[src/pkg/frt_pkg.sv]
// Package: register map, field positions, reset values and clock codes
package frt_pkg;
  // Register byte offsets on the AHB-Lite bus
  localparam logic [7:0] OFS_CTRL1   = 8'h00;
  localparam logic [7:0] OFS_CTRL2   = 8'h04;
  localparam logic [7:0] OFS_STATUS  = 8'h08;
  localparam logic [7:0] OFS_CAP1_HI = 8'h0C;
  localparam logic [7:0] OFS_CAP1_LO = 8'h10;
  localparam logic [7:0] OFS_CAP2_HI = 8'h14;
  localparam logic [7:0] OFS_CAP2_LO = 8'h18;
  localparam logic [7:0] OFS_CNT_HI  = 8'h1C;
  localparam logic [7:0] OFS_CNT_LO  = 8'h20;
  localparam logic [7:0] OFS_ALT_HI  = 8'h24;
  localparam logic [7:0] OFS_ALT_LO  = 8'h28;
  // Field positions of control_reg_one
  localparam int C1_CAP_EDGE1 = 0;
  localparam int C1_CAP_IRQ   = 1;
  localparam int C1_OVF_IRQ   = 2;
  // Field positions of control_reg_two
  localparam int C2_CLK_SEL   = 0;
  localparam int C2_EXT_EDGE  = 2;
  localparam int C2_CAP_EDGE2 = 3;
  localparam int C2_OPM       = 4;
  localparam int C2_PWM       = 5;
  // Field positions of timer_status_reg
  localparam int ST_ICF1      = 0;
  localparam int ST_ICF2      = 1;
  localparam int ST_OVF       = 2;
  // Reset and reload values
  localparam logic [15:0] COUNT_RESET = 16'hFFFC;
  localparam logic [15:0] COUNT_TOP   = 16'hFFFF;
  localparam logic [1:0]  CLK_SEL_RESET = 2'h0;
  // Clock select codes; internal ratios are a configurable mapping
  localparam logic [1:0]  CS_DIV2 = 2'h0;
  localparam logic [1:0]  CS_DIV4 = 2'h1;
  localparam logic [1:0]  CS_DIV8 = 2'h2;
  localparam logic [1:0]  CS_EXT  = 2'h3;
  // Prescaler terminal counts
  localparam logic [2:0]  PRE_END_DIV2 = 3'h1;
  localparam logic [2:0]  PRE_END_DIV4 = 3'h3;
  localparam logic [2:0]  PRE_END_DIV8 = 3'h7;
  localparam logic [2:0]  PRE_MASK_DIV2 = 3'h1;
  localparam logic [2:0]  PRE_MASK_DIV4 = 3'h3;
  localparam logic [2:0]  PRE_MASK_DIV8 = 3'h7;
  // AHB-Lite codes
  localparam logic [2:0]  HSIZE_WORD = 3'h2;
  localparam logic        HRESP_OKAY = 1'b0;
endpackage

[src/rtl/frt_edge_sync.sv]
// Two-flop synchroniser with selectable edge detector for one pin
`timescale 1ns/10ps
`default_nettype none
module frt_edge_sync
(
  input  wire logic hclk,
  input  wire logic hresetn,
  input  wire logic pin_in,
  input  wire logic rise_sel,
  output logic      edge_pulse
);
  typedef struct packed
  {
    logic s1;
    logic s2;
    logic s3;
  } frt_sync_t;

  frt_sync_t s;
  frt_sync_t next_s;

  always_comb
  begin
    next_s    = s;
    next_s.s1 = pin_in;
    next_s.s2 = s.s1;
    next_s.s3 = s.s2;
  end

  always_ff @(posedge hclk or negedge hresetn)
  begin
    if (!hresetn)
      s <= '0;
    else
      s <= next_s;
  end

  // Edge chosen by the select bit, seen only after the second flop
  assign edge_pulse = rise_sel ? (s.s2 & ~s.s3) : (~s.s2 & s.s3);
endmodule // frt_edge_sync
`default_nettype wire

[src/rtl/frt_timer.sv]
// Free-running 16-bit timer with two input capture channels
`timescale 1ns/10ps
`default_nettype none
module frt_timer
(
  input  wire logic        hclk,
  input  wire logic        hresetn,
  input  wire logic        hsel,
  input  wire logic [31:0] haddr,
  input  wire logic [1:0]  htrans,
  input  wire logic        hwrite,
  input  wire logic [2:0]  hsize,
  input  wire logic [31:0] hwdata,
  input  wire logic        hready,
  output logic      [31:0] hrdata,
  output logic             hreadyout,
  output logic             hresp,
  input  wire logic        ext_clock_pin,
  input  wire logic        capture_pin_one,
  input  wire logic        capture_pin_two,
  input  wire logic        cpu_imask,
  input  wire logic        halt_mode,
  output logic             timer_irq
);
  typedef struct packed
  {
    logic [15:0] count;
    logic [2:0]  pre;
    logic        cap_edge1;
    logic        cap_irq_en;
    logic        ovf_irq_en;
    logic [1:0]  clk_sel;
    logic        ext_edge;
    logic        cap_edge2;
    logic        opm;
    logic        pwm;
    logic        ovf;
    logic        icf1;
    logic        icf2;
    logic        ovf_arm;
    logic        icf1_arm;
    logic        icf2_arm;
    logic [7:0]  low_buf;
    logic        latched;
    logic [15:0] cap1;
    logic [15:0] cap2;
    logic        inh1;
    logic        inh2;
    logic        wr_pend;
    logic [7:0]  wr_addr;
    logic [31:0] rdata;
  } frt_state_t;

  frt_state_t s;
  frt_state_t next_s;

  logic ext_pulse;
  logic cap1_pulse;
  logic cap2_pulse;
  logic addr_ph;
  logic rd;
  logic wr;
  logic [7:0] a;
  logic tick;
  logic reload;
  logic trig;
  logic ovf_set;
  logic ovf_clr;
  logic cap1_ev;
  logic cap2_ev;
  logic icf1_clr;
  logic icf2_clr;
  logic cnt_lo_rd;

  function automatic logic is_ofs(input logic [7:0] x, input logic [7:0] o);
    return x == o;
  endfunction

  // External clock pin, synchronised before use
  frt_edge_sync u_ext_sync
  (
    .hclk       (hclk),
    .hresetn    (hresetn),
    .pin_in     (ext_clock_pin),
    .rise_sel   (s.ext_edge),
    .edge_pulse (ext_pulse)
  );

  // Capture pins are always wired to the channels
  frt_edge_sync u_cap1_sync
  (
    .hclk       (hclk),
    .hresetn    (hresetn),
    .pin_in     (capture_pin_one),
    .rise_sel   (s.cap_edge1),
    .edge_pulse (cap1_pulse)
  );

  frt_edge_sync u_cap2_sync
  (
    .hclk       (hclk),
    .hresetn    (hresetn),
    .pin_in     (capture_pin_two),
    .rise_sel   (s.cap_edge2),
    .edge_pulse (cap2_pulse)
  );

  always_comb
  begin
    next_s   = s;
    a        = haddr[7:0];
    addr_ph  = hsel & hready & htrans[1] & (hsize == frt_pkg::HSIZE_WORD);
    rd       = addr_ph & ~hwrite;
    wr       = s.wr_pend;
    cnt_lo_rd = rd & (is_ofs(a, frt_pkg::OFS_CNT_LO)
                | is_ofs(a, frt_pkg::OFS_ALT_LO));
    // Prescaler tick or synchronised external edge
    case (s.clk_sel)
      frt_pkg::CS_DIV2:
        tick = (s.pre & frt_pkg::PRE_MASK_DIV2) == frt_pkg::PRE_END_DIV2;
      frt_pkg::CS_DIV4:
        tick = (s.pre & frt_pkg::PRE_MASK_DIV4) == frt_pkg::PRE_END_DIV4;
      frt_pkg::CS_DIV8:
        tick = (s.pre & frt_pkg::PRE_MASK_DIV8) == frt_pkg::PRE_END_DIV8;
      frt_pkg::CS_EXT:
        tick = ext_pulse;
      default:
        tick = 1'b0;
    endcase
    // Halt stops counting, though reload and trigger still load the count; wait mode has no effect
    tick   = tick & ~halt_mode;
    reload = wr & (is_ofs(s.wr_addr, frt_pkg::OFS_CNT_LO)
             | is_ofs(s.wr_addr, frt_pkg::OFS_ALT_LO));
    trig   = (s.opm | s.pwm) & cap1_pulse;
    ovf_set = tick & ~reload & ~trig & (s.count == frt_pkg::COUNT_TOP);
    // Only the primary low byte takes part in the clear
    ovf_clr = s.ovf_arm & ((rd & is_ofs(a, frt_pkg::OFS_CNT_LO))
              | (wr & is_ofs(s.wr_addr, frt_pkg::OFS_CNT_LO)));
    icf1_clr = s.icf1_arm & ((rd & is_ofs(a, frt_pkg::OFS_CAP1_LO))
               | (wr & is_ofs(s.wr_addr, frt_pkg::OFS_CAP1_LO)));
    icf2_clr = s.icf2_arm & ((rd & is_ofs(a, frt_pkg::OFS_CAP2_LO))
               | (wr & is_ofs(s.wr_addr, frt_pkg::OFS_CAP2_LO)));
    // Channel one only captures outside pulse modes
    cap1_ev = cap1_pulse & ~s.opm & ~s.pwm & ~s.inh1;
    cap2_ev = cap2_pulse & ~s.inh2;

    if (!halt_mode)
      next_s.pre = s.pre + 3'h1;
    if (reload || trig)
      next_s.count = frt_pkg::COUNT_RESET;
    else if (tick)
      next_s.count = s.count + 16'h0001;

    // Set wins over clear on every flag
    next_s.ovf  = ovf_set | (s.ovf & ~ovf_clr);
    next_s.icf1 = cap1_ev | (s.icf1 & ~icf1_clr);
    next_s.icf2 = cap2_ev | (s.icf2 & ~icf2_clr);
    if (ovf_clr)
      next_s.ovf_arm = 1'b0;
    if (icf1_clr)
      next_s.icf1_arm = 1'b0;
    if (icf2_clr)
      next_s.icf2_arm = 1'b0;
    if (rd && is_ofs(a, frt_pkg::OFS_STATUS))
    begin
      next_s.ovf_arm  = s.ovf_arm | s.ovf;
      next_s.icf1_arm = s.icf1_arm | s.icf1;
      next_s.icf2_arm = s.icf2_arm | s.icf2;
    end
    // Newest capture overwrites the register
    if (cap1_ev)
      next_s.cap1 = s.count;
    if (cap2_ev)
      next_s.cap2 = s.count;
    // High byte read blocks the channel until its low byte read
    if (rd && is_ofs(a, frt_pkg::OFS_CAP1_HI))
      next_s.inh1 = 1'b1;
    if (rd && is_ofs(a, frt_pkg::OFS_CAP1_LO))
      next_s.inh1 = 1'b0;
    if (rd && is_ofs(a, frt_pkg::OFS_CAP2_HI))
      next_s.inh2 = 1'b1;
    if (rd && is_ofs(a, frt_pkg::OFS_CAP2_LO))
      next_s.inh2 = 1'b0;
    // High byte read of either view freezes a low byte copy
    if (rd && (is_ofs(a, frt_pkg::OFS_CNT_HI)
        || is_ofs(a, frt_pkg::OFS_ALT_HI)))
    begin
      if (!s.latched)
        next_s.low_buf = s.count[7:0];
      next_s.latched = 1'b1;
    end
    else if (cnt_lo_rd)
      next_s.latched = 1'b0;

    // Read data captured at the address phase, shown in the data phase
    next_s.rdata = 32'h0000_0000;
    if (rd)
    begin
      case (a)
        frt_pkg::OFS_CTRL1:
        begin
          next_s.rdata[frt_pkg::C1_CAP_EDGE1] = s.cap_edge1;
          next_s.rdata[frt_pkg::C1_CAP_IRQ]   = s.cap_irq_en;
          next_s.rdata[frt_pkg::C1_OVF_IRQ]   = s.ovf_irq_en;
        end
        frt_pkg::OFS_CTRL2:
        begin
          next_s.rdata[frt_pkg::C2_CLK_SEL +: 2] = s.clk_sel;
          next_s.rdata[frt_pkg::C2_EXT_EDGE]     = s.ext_edge;
          next_s.rdata[frt_pkg::C2_CAP_EDGE2]    = s.cap_edge2;
          next_s.rdata[frt_pkg::C2_OPM]          = s.opm;
          next_s.rdata[frt_pkg::C2_PWM]          = s.pwm;
        end
        frt_pkg::OFS_STATUS:
        begin
          next_s.rdata[frt_pkg::ST_ICF1] = s.icf1;
          next_s.rdata[frt_pkg::ST_ICF2] = s.icf2;
          next_s.rdata[frt_pkg::ST_OVF]  = s.ovf;
        end
        frt_pkg::OFS_CAP1_HI: next_s.rdata[7:0] = s.cap1[15:8];
        frt_pkg::OFS_CAP1_LO: next_s.rdata[7:0] = s.cap1[7:0];
        frt_pkg::OFS_CAP2_HI: next_s.rdata[7:0] = s.cap2[15:8];
        frt_pkg::OFS_CAP2_LO: next_s.rdata[7:0] = s.cap2[7:0];
        frt_pkg::OFS_CNT_HI,
        frt_pkg::OFS_ALT_HI: next_s.rdata[7:0] = s.count[15:8];
        frt_pkg::OFS_CNT_LO,
        frt_pkg::OFS_ALT_LO:
          next_s.rdata[7:0] = s.latched ? s.low_buf : s.count[7:0];
        default: next_s.rdata = 32'h0000_0000;
      endcase
    end

    // Write data phase
    if (wr)
    begin
      case (s.wr_addr)
        frt_pkg::OFS_CTRL1:
        begin
          next_s.cap_edge1  = hwdata[frt_pkg::C1_CAP_EDGE1];
          next_s.cap_irq_en = hwdata[frt_pkg::C1_CAP_IRQ];
          next_s.ovf_irq_en = hwdata[frt_pkg::C1_OVF_IRQ];
        end
        frt_pkg::OFS_CTRL2:
        begin
          next_s.clk_sel   = hwdata[frt_pkg::C2_CLK_SEL +: 2];
          next_s.ext_edge  = hwdata[frt_pkg::C2_EXT_EDGE];
          next_s.cap_edge2 = hwdata[frt_pkg::C2_CAP_EDGE2];
          next_s.opm       = hwdata[frt_pkg::C2_OPM];
          next_s.pwm       = hwdata[frt_pkg::C2_PWM];
        end
        default: next_s.wr_pend = 1'b0;
      endcase
    end
    next_s.wr_pend = addr_ph & hwrite;
    next_s.wr_addr = a;
  end

  always_ff @(posedge hclk or negedge hresetn)
  begin
    if (!hresetn)
    begin
      s         <= '0;
      s.count   <= frt_pkg::COUNT_RESET;
      s.clk_sel <= frt_pkg::CLK_SEL_RESET;
    end
    else
      s <= next_s;
  end

  assign hrdata    = s.rdata;
  assign hreadyout = 1'b1;
  assign hresp     = frt_pkg::HRESP_OKAY;
  // Pending requests raise the line once enabled and unmasked
  assign timer_irq = ~cpu_imask & ((s.ovf & s.ovf_irq_en)
                     | ((s.icf1 | s.icf2) & s.cap_irq_en));
endmodule // frt_timer
`default_nettype wire

[config.mk]
export PLATFORM = sky130hd
export DESIGN_NAME = frt_timer
export DESIGN_NICKNAME = d
export VERILOG_FILES = /design/src/pkg/frt_pkg.sv /design/src/rtl/frt_edge_sync.sv /design/src/rtl/frt_timer.sv
export SDC_FILE = /design/constraint.sdc
export NUM_CORES = 1
export LEC_CHECK = 0
export BUFFER_PORTS_ARGS = -buffer_cell sky130_fd_sc_hd__buf_2
export CAP_MARGIN = 40
export CORE_MARGIN = 4
export CORE_UTILIZATION = 35
export CTS_CLUSTER_SIZE = 12
export DETAILED_ROUTE_END_ITERATION = 8
export PLACE_DENSITY = 0.59
export SETUP_SLACK_MARGIN = 0.4
export SKIP_LAST_GASP = 1
export SLEW_MARGIN = 20
export SYNTH_ARGS = -nofsm -noshare
export SYNTH_HDL_FRONTEND = slang
export SYNTH_SLANG_ARGS = --single-unit
[constraint.sdc]
create_clock -name hclk -period 2.7 [get_ports hclk]
set_clock_uncertainty 0.1 [all_clocks]
set_input_delay 0.27 -clock hclk [delete_from_list [all_inputs] [get_ports hclk]]
set_output_delay 0.27 -clock hclk [all_outputs]
set_load 0.05 [all_outputs]
==> results of run 1 <==
-- state kept, by name (all words and copies together) (netlist names) --
name and flops:
hrdata 8, wr 1, u_cap1_sync.next_s 2, s 85
u_ext_sync.s 1, u_cap2_sync.s 1, u_cap1_sync.s 1, u_ext_sync.next_s 2
u_cap2_sync.next_s 2
-- per-layer routing --
layer	GRT usage, %	up-vias
met5	0	-
met4	6.75	0
met3	1.92	18
met2	23.8	88
met1	19.1	1732
li1	-	1568
-- logic make-up (layout without fill, tap and decap cells) --
group | after synthesis | in the layout | synth area share (%)
simple gates | 117 | 117 | 13.3
compound gates | 69 | 69 | 9.49
fa+ha+maj | 3 | 3 | 0.757
buf+inv | 59 | 82 | 7.19
mux | 63 | 63 | 14.4
xor+xnor | 13 | 13 | 2.30
flops | 103 | 103 | 52.3
other cells | 2 | 26 | 0.151
-- per-stage QoR --
stage | setup WS (ps) | instances
after detailed placement | 422 | 630
final | 549 | 656
after global placement | 444 | 629
after global routing | 415 | 656
after CTS | 503 | 656
after floorplan | 740 | 453
-- cell usage after synthesis (all sizes together), types with 7 or more instances --
cell    number
and3         8
buf         37
a21oi       20
nand3       13
mux2        55
o21ai       11
inv          7
nor2        18
clkbuf      15
xnor2        8
dfrtp       89
dfstp       14
mux2i        7
a32o         7
nand2       35
-- worst max-delay path by stage --
stage	endpoint	slack (ps)	cells past startpoint
2_1_floorplan	s[76]$_DFFE_PN0P_	740	5
3_3_place_gp	hrdata[3]$_DFF_PN0_	440	6
3_5_place_dp	hrdata[3]$_DFF_PN0_	420	6
4_1_cts	s[90]$_DFFE_PN0P_	500	4
5_1_grt	s[90]$_DFFE_PN0P_	410	4
6_report	s[90]$_DFFE_PN0P_	550	4
-- area by class of cell --
type                       count  area (sq um)  area share [%]
tap                          180           225            4.00
multi-input combinational    291          2100            37.4
timing repair buffer          59           400            7.11
clock buffer                  13           260            4.62
inverter                       7          26.3           0.467
sequential                   103          2590            46.1
clock inverter                 3          17.5           0.311
-- layout by cell type, fill, tap and decap left out, drive strengths merged, types with 7 or more instances in the layout --
cell type	n
conb	26
dfstp	14
clkbuf	13
xnor2	8
nand3	13
mux2i	7
o21ai	11
dlygate4sd3	10
nor2	18
a21oi	20
nand2	35
and3	8
a32o	7
dfrtp	89
mux2	55
inv	7
buf	49
-- worst max-delay path, delay by kind of cell, from the launching register on --
| family | cells | cell delay, ps |
|---|---|---|
| AND/OR/NAND/NOR | 3 | 1230 |
| flip-flops | 1 | 360 |
| multiplexers | 1 | 340 |
-- where the power goes --
group	internal, uW	switching [uW]
Sequential	1860	260
Combinational	410	444
Clock	674	560
==> impl_metrics.csv, run 1 <==
group,metric,value,unit
setup_path,reg2regPathDepth,4,
yosys,ys_ff_latch,103,
run,drv_cap,0,
finish,syn2layout_area_growth,13.5,%
die,initial_core_util,35.7,%
place,finalWeightedCongestion,0.879,
place,hpwl,7920,um
sta,hold_violations,0,
sta,finalSetupTns,0,ps
setup_path,cp_slowest_cell,"or4_1",
cts,cts_buffer_depth,2,
cts,postCtsResizedCells,0,
drt,wl_per_cell,17.1,um
setup_path,cp.required,2830,ps
yosys,ys_seq_area_share,52.3,%
sta,period_needed,2150,ps
drt,wl_met2,5370,um
grt,antenna_found_initial,0,
finish,post_route_cells_drive_above_1_share,29.6,%
sta,relSlewSlack,55.1,%
yosys,synth_edf_count,0,
setup_path,worstSetupEndpointType,"flip-flop",
cts,insertion_delay,350,ps
cts,htreeDepth,3,
sta,fmax,0.465,GHz
drt,drt-total-wl,11200,um
setup_path,r2r_start,"s[33]$_DFF_PN0_",
finish,final_cell_area,0.00563,sq mm
grt,grt_use_total,14.5,%
place,postPlaceCellArea,0.00525,sq mm
yosys,yosys-top-cells-area,"dfrtp_1 45%, mux2_2 12%, dfstp_2 7.4%",
status,outcome,"finished clean",
cts,post_cts_buffers,0,
setup_path,startpoint,"s[33]$_DFF_PN0_",
grt,grt-ovfl-total,0,
sta,setup_viol,0,
cts,clkTransAtPathRegs,70,ps
yosys,syn-mean-instance-area,11.6,sq um
yosys,yosys_warnings,0,
finish,post-route-util,40.5,%
setup_path,cp_max_fo,6,
drt,first_iter_violations,235,
die,ioPinCount,114,
drt,vias,3406,
die,rows,43,
worst_hold_path,hold_path_end,"s[92]$_DFFE_PN0P_",
cts,tritoncts,"done",
yosys,synth_cell_types,58,
worst_hold_path,min_path_cells,2,
drt,top_layer,"met4",
cts,cts-root-buf,"clkbuf_16",
drt,firstDrtPassIters,5,
setup_path,crit_type,"reg -> reg",
cts,cts_hold_buf,10,
yosys,ys_async_sr_fraction,100,%
drt,wl_met1,5040,um
die,die_height,127,um
die,dieWidth,127,um
drt,wl_met3,551,um
place,io_buffer_count,36,
setup_path,start_kind,"flip-flop",
grt,grt_max_degree,54,
setup_path,cp_slowest_stage_delay,600,ps
worst_hold_path,min_path_type,"in -> reg",
power,p_total,4210,uW
die,core,0.0139,sq mm
setup_path,reg2reg_setup_slack,550,ps
yosys,synth_area,0.00496,sq mm
yosys,yosys.area.top_type,"dfrtp_1",
setup_path,r2r-end,"s[90]$_DFFE_PN0P_",
die,die-area,0.0161,sq mm
drt,via_per_inst,5.19,
power,irDropWorstVdd,0.326,mV
cts,cts_buffers,9,
setup_path,crit_chain,"nor4_1 > nand3b_1 > or4_1 > mux2_2",
drt,final_antenna_net_count,0,
yosys,synth_flop_cell,"dfrtp_1",
finish,n_fill_cell,1316,
finish,num_antenna_cells,0,
worst_hold_path,holdCritStartpoint,"hwdata[3]",
yosys,synth_top_area_share,44.9,%
sta,finalMaxSlewViolations,0,
drt,drc,0,
sta,whs,46.9,ps
power,powerDensity,748,mW/mm^2
setup_path,worstPathArrival,2290,ps
grt,grt_pass1_wl,18500,um
sta,rsz0062_at_grt,"no",
cts,clock_sinks,103,
grt,grt_pass1_vias,3523,
sta,fin_crit_sh,79.7,%
yosys,netlist_instances,429,
finish,nets,553,
sta,worstMarginPinSlew,674,ps
power,leakage,0.00227,uW
Note: power is estimated with default switching activity, not from simulation.
==> run 2, diff against run 1 <==
clock period = 2.2 ns   (was 2.7 ns; I/O delays follow)
==> run 2 against run 1 <==
Against the previous run: non-clock buffer count increased by 18; flip-flop and latch count unchanged; first-iteration DRC count decreased by 5.5%; utilization increased by 2.2 points; clock power increased by 20%; via count increased by 0.88%; clock-buffer cell count increased by 2; register-to-register slack got worse by 230 ps; hold slack got worse by 39 ps; global-route usage increased by 0.37 points; worst setup slack got worse by 230 ps; critical path type unchanged.
==> impl_metrics.csv, run 2 (synthesis results as in run 1) <==
group,metric,value,unit
die,rows,43,
sta,period_needed,1880,ps
die,die-area,0.0161,sq mm
place,finalWeightedCongestion,0.855,
cts,cts_buffer_depth,2,
finish,fin_cells,674,
drt,final_antenna_net_count,0,
power,pwr-share-seq,47.7,%
cts,clock_sinks,103,
grt,antenna_found_initial,0,
cts,cts-root-buf,"clkbuf_16",
drt,wl_met3,604,um
sta,finalMaxSlewViolations,0,
power,power.internal,3820,uW
drt,drc,0,
drt,wl_met2,5430,um
sta,setup_viol,0,
cts,cts_buffers,9,
cts,tritoncts,"done",
setup_path,reg2regPathDepth,4,
cts,clkTransAtPathRegs,60,ps
worst_hold_path,min_path_type,"in -> reg",
sta,fin_crit_sh,85.5,%
finish,final_common_cell,"dfrtp_1",
setup_path,start_kind,"flip-flop",
setup_path,cp.required,2330,ps
finish,mostFrequentLayoutCells,"88 x dfrtp_1, 54 x mux2_2, 35 x buf_2",
sta,finalSetupTns,0,ps
die,initial_core_util,35.7,%
die,dieWidth,127,um
setup_path,worstSetupEndpointType,"flip-flop",
sta,rsz0062_at_grt,"yes",
place,dpl.cell_count,637,
place,io_buffer_count,36,
cts,insertion_delay,340,ps
worst_hold_path,min_path_cells,2,
drt,firstDrtPassIters,4,
drt,wl_met1,5310,um
finish,largest_reg_flops,85,
finish,post-route-util,42.7,%
status,outcome,"finished clean",
drt,drt-total-wl,11600,um
grt,grt_use_total,14.8,%
run,drv_cap,0,
power,irDropWorstVdd,0.467,mV
drt,wl_per_cell,17.3,um
drt,top_layer,"met4",
power,switching_share,29.8,%
sta,fin_ws,320,ps
place,dp_slack,100,ps
finish,top_register,"s",
setup_path,cp_max_fo,6,
finish,post_route_cells_drive_above_1_share,36.0,%
sta,fmax,0.532,GHz
die,die_height,127,um
sta,hold_violations,0,
power,combPwrFrac,25.1,%
cts,htreeDepth,3,
finish,nets,571,
setup_path,worstPathArrival,2010,ps
drt,first_iter_violations,222,
power,p_total,5440,uW
grt,grt-ovfl-total,0,
power,p_clk_share,27.3,%
drt,via_per_inst,5.10,
grt,grt_max_degree,49,
sta,worstMarginPinSlew,622,ps
grt,grt_pass1_vias,3479,
power,switchingPower,1620,uW
place,hpwl,7980,um
die,ioPinCount,114,
grt,grt_pass1_wl,18600,um
finish,num_antenna_cells,0,
sta,relSlewSlack,58.5,%
power,powerDensity,917,mW/mm^2
finish,syn2layout_area_growth,19.6,%
power,leakage,0.00240,uW
setup_path,crit_type,"reg -> reg",
die,core,0.0139,sq mm
finish,n_fill_cell,1314,
drt,vias,3436,
[run 2: cell types whose count changed in the layout (fill, tap and decap cells not counted), sizes merged]
cell / change
clkinv: -1
clkbuf: +2
dlygate4sd3: +1
buf: +17
clkinvlp: -1
[run 2: power groups by stage]
stage	registers (uW)	clock network, uW	logic [uW]
2_1_floorplan	2500	0	880
6_report	2590	1480	1360
3_5_place_dp	2620	0	1060
4_1_cts	2580	1520	1340
5_1_grt	2630	1630	1510
3_3_place_gp	2600	0	1040
[run 2: path summary, 6_finish.rpt]
kind	start	end	slack [ps]
max in group asynchronous	hresetn	s[75]$_DFFE_PN0P_	920
min in group asynchronous	hresetn	u_ext_sync.next_s[1]$_DFF_PN0_	340
max	s[33]$_DFF_PN0_	s[95]$_DFFE_PN0P_	320
max reg2reg	s[33]$_DFF_PN0_	s[95]$_DFFE_PN0P_	320
min	hwdata[4]	s[91]$_DFFE_PN0P_	8
min reg2reg	u_cap1_sync.next_s[1]$_DFF_PN0_	u_cap1_sync.next_s[0]$_DFF_PN0_	250
[run 2: area by class of cell]
type / instances / area, sq um / share of cell area (%)
clock inverters: 1 / 5.00 / 0.0844
flip-flops and latches: 103 / 2600 / 43.8
repair buffers: 77 / 543 / 9.16
multi-input cells: 291 / 2270 / 38.2
clock buffers: 15 / 268 / 4.51
inverters: 7 / 26.3 / 0.443
well taps: 180 / 225 / 3.80
[run 2: timing repair]
item                                   in CTS  in global routing
setup endpoints to repair                  37                 44
endpoints found under the hold margin      56                  0
pin swaps                                   7                  8
resized for setup                          23                 12
buffers inserted                            7                  3
hold buffers                               11                  0
[run 2: worst max-delay path, cell delays in order, from the launching register on]
cell	delay, ps
dfrtp_1	390
nor4_4	320
nand3b_1	150
or4_4	510
mux2_2	300
[run 2: per-layer routing]
metal	track usage, %	up-vias
li1	-	1611
met1	20.4	1712
met2	22.7	94
met3	3.22	19
met4	6.44	0
met5	0	-
[run 2: metrics by stage]
stage / hold slack, ps / instance area [sq um]
floorplan: -176 / 5090
global placement: 171 / 5320
detailed placement: 177 / 5320
CTS: 0.390 / 5860
global route: 10.1 / 5930
finish: 7.53 / 5930
==> run 3, diff against run 2 <==
ABC_AREA = 1   (was default)
GPL_TIMING_DRIVEN = 0   (was default)
PLACE_DENSITY = 0.58   (was 0.59)
==> run 3 against run 2 <==
Against the previous run: synthesized cell count up 55%; first-iteration DRC count up 20%; clock-buffer cell count down 4; largest power group unchanged; critical path depth up 10; fmax up 7.9%.
==> impl_metrics.csv, run 3 <==
group,metric,value,unit
status,outcome,"finished clean",
setup_path,path_common_cell,"nand2_1",
place,postPlaceCellArea,0.00583,sq mm
finish,largest_reg_flops,85,
finish,final_cell_area,0.00646,sq mm
setup_path,cp_max_fo,5,
place,io_buffer_count,36,
yosys,synth_cell_types,35,
worst_hold_path,holdCritStartpoint,"hwdata[3]",
finish,top_register,"s",
grt,grt-ovfl-total,0,
yosys,ys_seq_area_share,49.0,%
setup_path,crit_type,"in -> reg",
setup_path,r2r_start,"s[99]$_DFFE_PN0N_",
place,hpwl,9810,um
setup_path,cp.required,2360,ps
yosys,yosys_warnings,0,
drt,final_antenna_net_count,0,
sta,period_needed,1740,ps
die,ioPinCount,114,
yosys,netlist_instances,666,
drt,first_iter_violations,267,
run,drv_cap,0,
yosys,ys_ff_latch,103,
worst_hold_path,min_path_type,"in -> reg",
setup_path,worstSetupEndpointType,"flip-flop",
finish,nets,849,
place,dp_slack,408,ps
sta,hold_violations,0,
yosys,yosys.area.top_type,"dfrtp_1",
sta,rsz0062_at_grt,"yes",
drt,wl_per_cell,13.9,um
drt,via_per_inst,4.77,
sta,finalMaxSlewViolations,0,
grt,grt_pass1_wl,21700,um
finish,multi_input_area,0.00230,sq mm
drt,vias,4557,
setup_path,cp_slowest_stage_delay,530,ps
cts,cts_buffers,9,
cts,cts_buffer_depth,2,
power,leakage,0.00329,uW
finish,n_fill_cell,1484,
power,irDropWorstVdd,0.468,mV
drt,drt-total-wl,13300,um
setup_path,worstPathArrival,1900,ps
cts,tritoncts,"done",
setup_path,cp_slowest_cell,"dlygate4sd3_1",
cts,insertion_delay,350,ps
yosys,synth_flop_cell,"dfrtp_1",
place,finalWeightedCongestion,0.908,
power,powerDensity,738,mW/mm^2
yosys,syn-mean-instance-area,7.95,sq um
cts,clock_sinks,103,
cts,clkTransAtPathRegs,70,ps
yosys,synth_common_cells,"224 x nand2_1, 89 x dfrtp_1, 59 x o21ai_0, 56 x inv_1, 42 x nor2_1",
die,core,0.0147,sq mm
die,rows,44,
finish,mostFrequentLayoutCells,"221 x nand2_1, 89 x dfrtp_1, 59 x o21ai_0",
setup_path,start_kind,"input port",
die,die_height,131,um
grt,grt_pass1_vias,4381,
yosys,yosys-top-cells-area,"dfrtp_1 42%, nand2_1 16%, dfstp_2 6.9%",
grt,antenna_found_initial,0,
yosys,synth_area,0.00530,sq mm
drt,drc,0,
yosys,synth_top_area_share,42.1,%
finish,post_route_cells_drive_above_1_share,22.7,%
finish,regArea,0.00259,sq mm
power,p_total,4760,uW
yosys,synth.most_common_cell,"nand2_1",
finish,num_antenna_cells,0,
cts,cts-root-buf,"clkbuf_16",
yosys,synth_edf_count,0,
sta,fmax,0.574,GHz
drt,firstDrtPassIters,7,
grt,grt_max_degree,76,
die,initial_core_util,36.0,%
finish,syn2layout_area_growth,21.9,%
sta,setup_viol,0,
die,die-area,0.0172,sq mm
grt,grt_use_total,16.3,%
setup_path,crit_chain,"dlygate4sd3_1 > buf_2 > inv_2 > nand2_1 > nor2_4 > nand2_1 > nand2_4 > buf_4 > nand2_1 > nand2_1 > nor2_1 > nand2_1 > nand2_1 > inv_1",
setup_path,startpoint,"haddr[3]",
sta,fin_ws,457,ps
die,dieWidth,131,um
finish,final_common_cell,"nand2_1",
cts,htreeDepth,3,
yosys,ys_async_sr_fraction,100,%
sta,fin_crit_sh,79.2,%
run 3: path summary, 6_finish.rpt:
path                                                   endpoint  slack [ps]  depth (start not counted)
max in group asynchronous                    s[117]$_DFFE_PN1P_        1100                          3
min in group asynchronous       u_cap1_sync.next_s[1]$_DFF_PN0_         200                          2
worst min-delay path                          s[92]$_DFFE_PN0P_          20                          3
worst min register to register   u_ext_sync.next_s[0]$_DFF_PN0_         260                          0
worst max register to register               s[113]$_DFFE_PN1P_         510                         11
worst max-delay path                        hrdata[0]$_DFF_PN0_         460                         14
run 3: final cells by class:
type | count | share of cell area [%]
Multi-Input combinational cell | 477 | 35.6
Clock buffer | 11 | 3.60
Tap cell | 184 | 3.56
Timing Repair Buffer | 66 | 7.50
Inverter | 66 | 4.07
Clock inverter | 5 | 0.542
Sequential cell | 103 | 40.2
Buffer | 44 | 4.94
run 3: what timing repair did:
action	CTS	global route
setup endpoints to repair	5	42
buffers inserted	0	13
resized for setup	1	27
hold buffers	16	0
endpoints found under the hold margin	43	0
pin swaps	0	5
run 3: per-stage QoR:
step	hold slack (ps)	util [%]	instances	TNS (ps)
global placement	228	39.4	910	-28160
detailed placement	12.6	39.7	911	0
finish	22.4	43.9	956	0
CTS	11.7	42.6	943	0
floorplan	-176	-	690	0
global route	23.9	43.9	956	0
run 3: metal layers:
metal	part of all wire, %	GRT usage [%]
met1	45	22.1
met5	0	0
met2	47	26.0
met3	6.3	3.33
met4	1.3	5.26
run 3: cell families after synthesis:
| family | count (synthesis) | synth area share, % |
|---|---|---|
| and+or+nand+nor | 346 | 28.6 |
| buffers and inverters | 110 | 10.7 |
| DFF | 103 | 49.0 |
| AOI/OAI and AO/OA | 94 | 9.45 |
| xor gates and xnor gates | 6 | 0.992 |
| adders and majority gates | 3 | 0.709 |
| other | 2 | 0.142 |
| muxes | 2 | 0.425 |
run 3: critical path: cells and delay by family:
family | cells | cell delay [ps]
simple gates | 9 | 750
buf+inv | 5 | 930
run 3: where the power goes:
part | internal, uW | switching [uW]
Clock | 769 | 720
Sequential | 2200 | 181
Combinational | 311 | 588
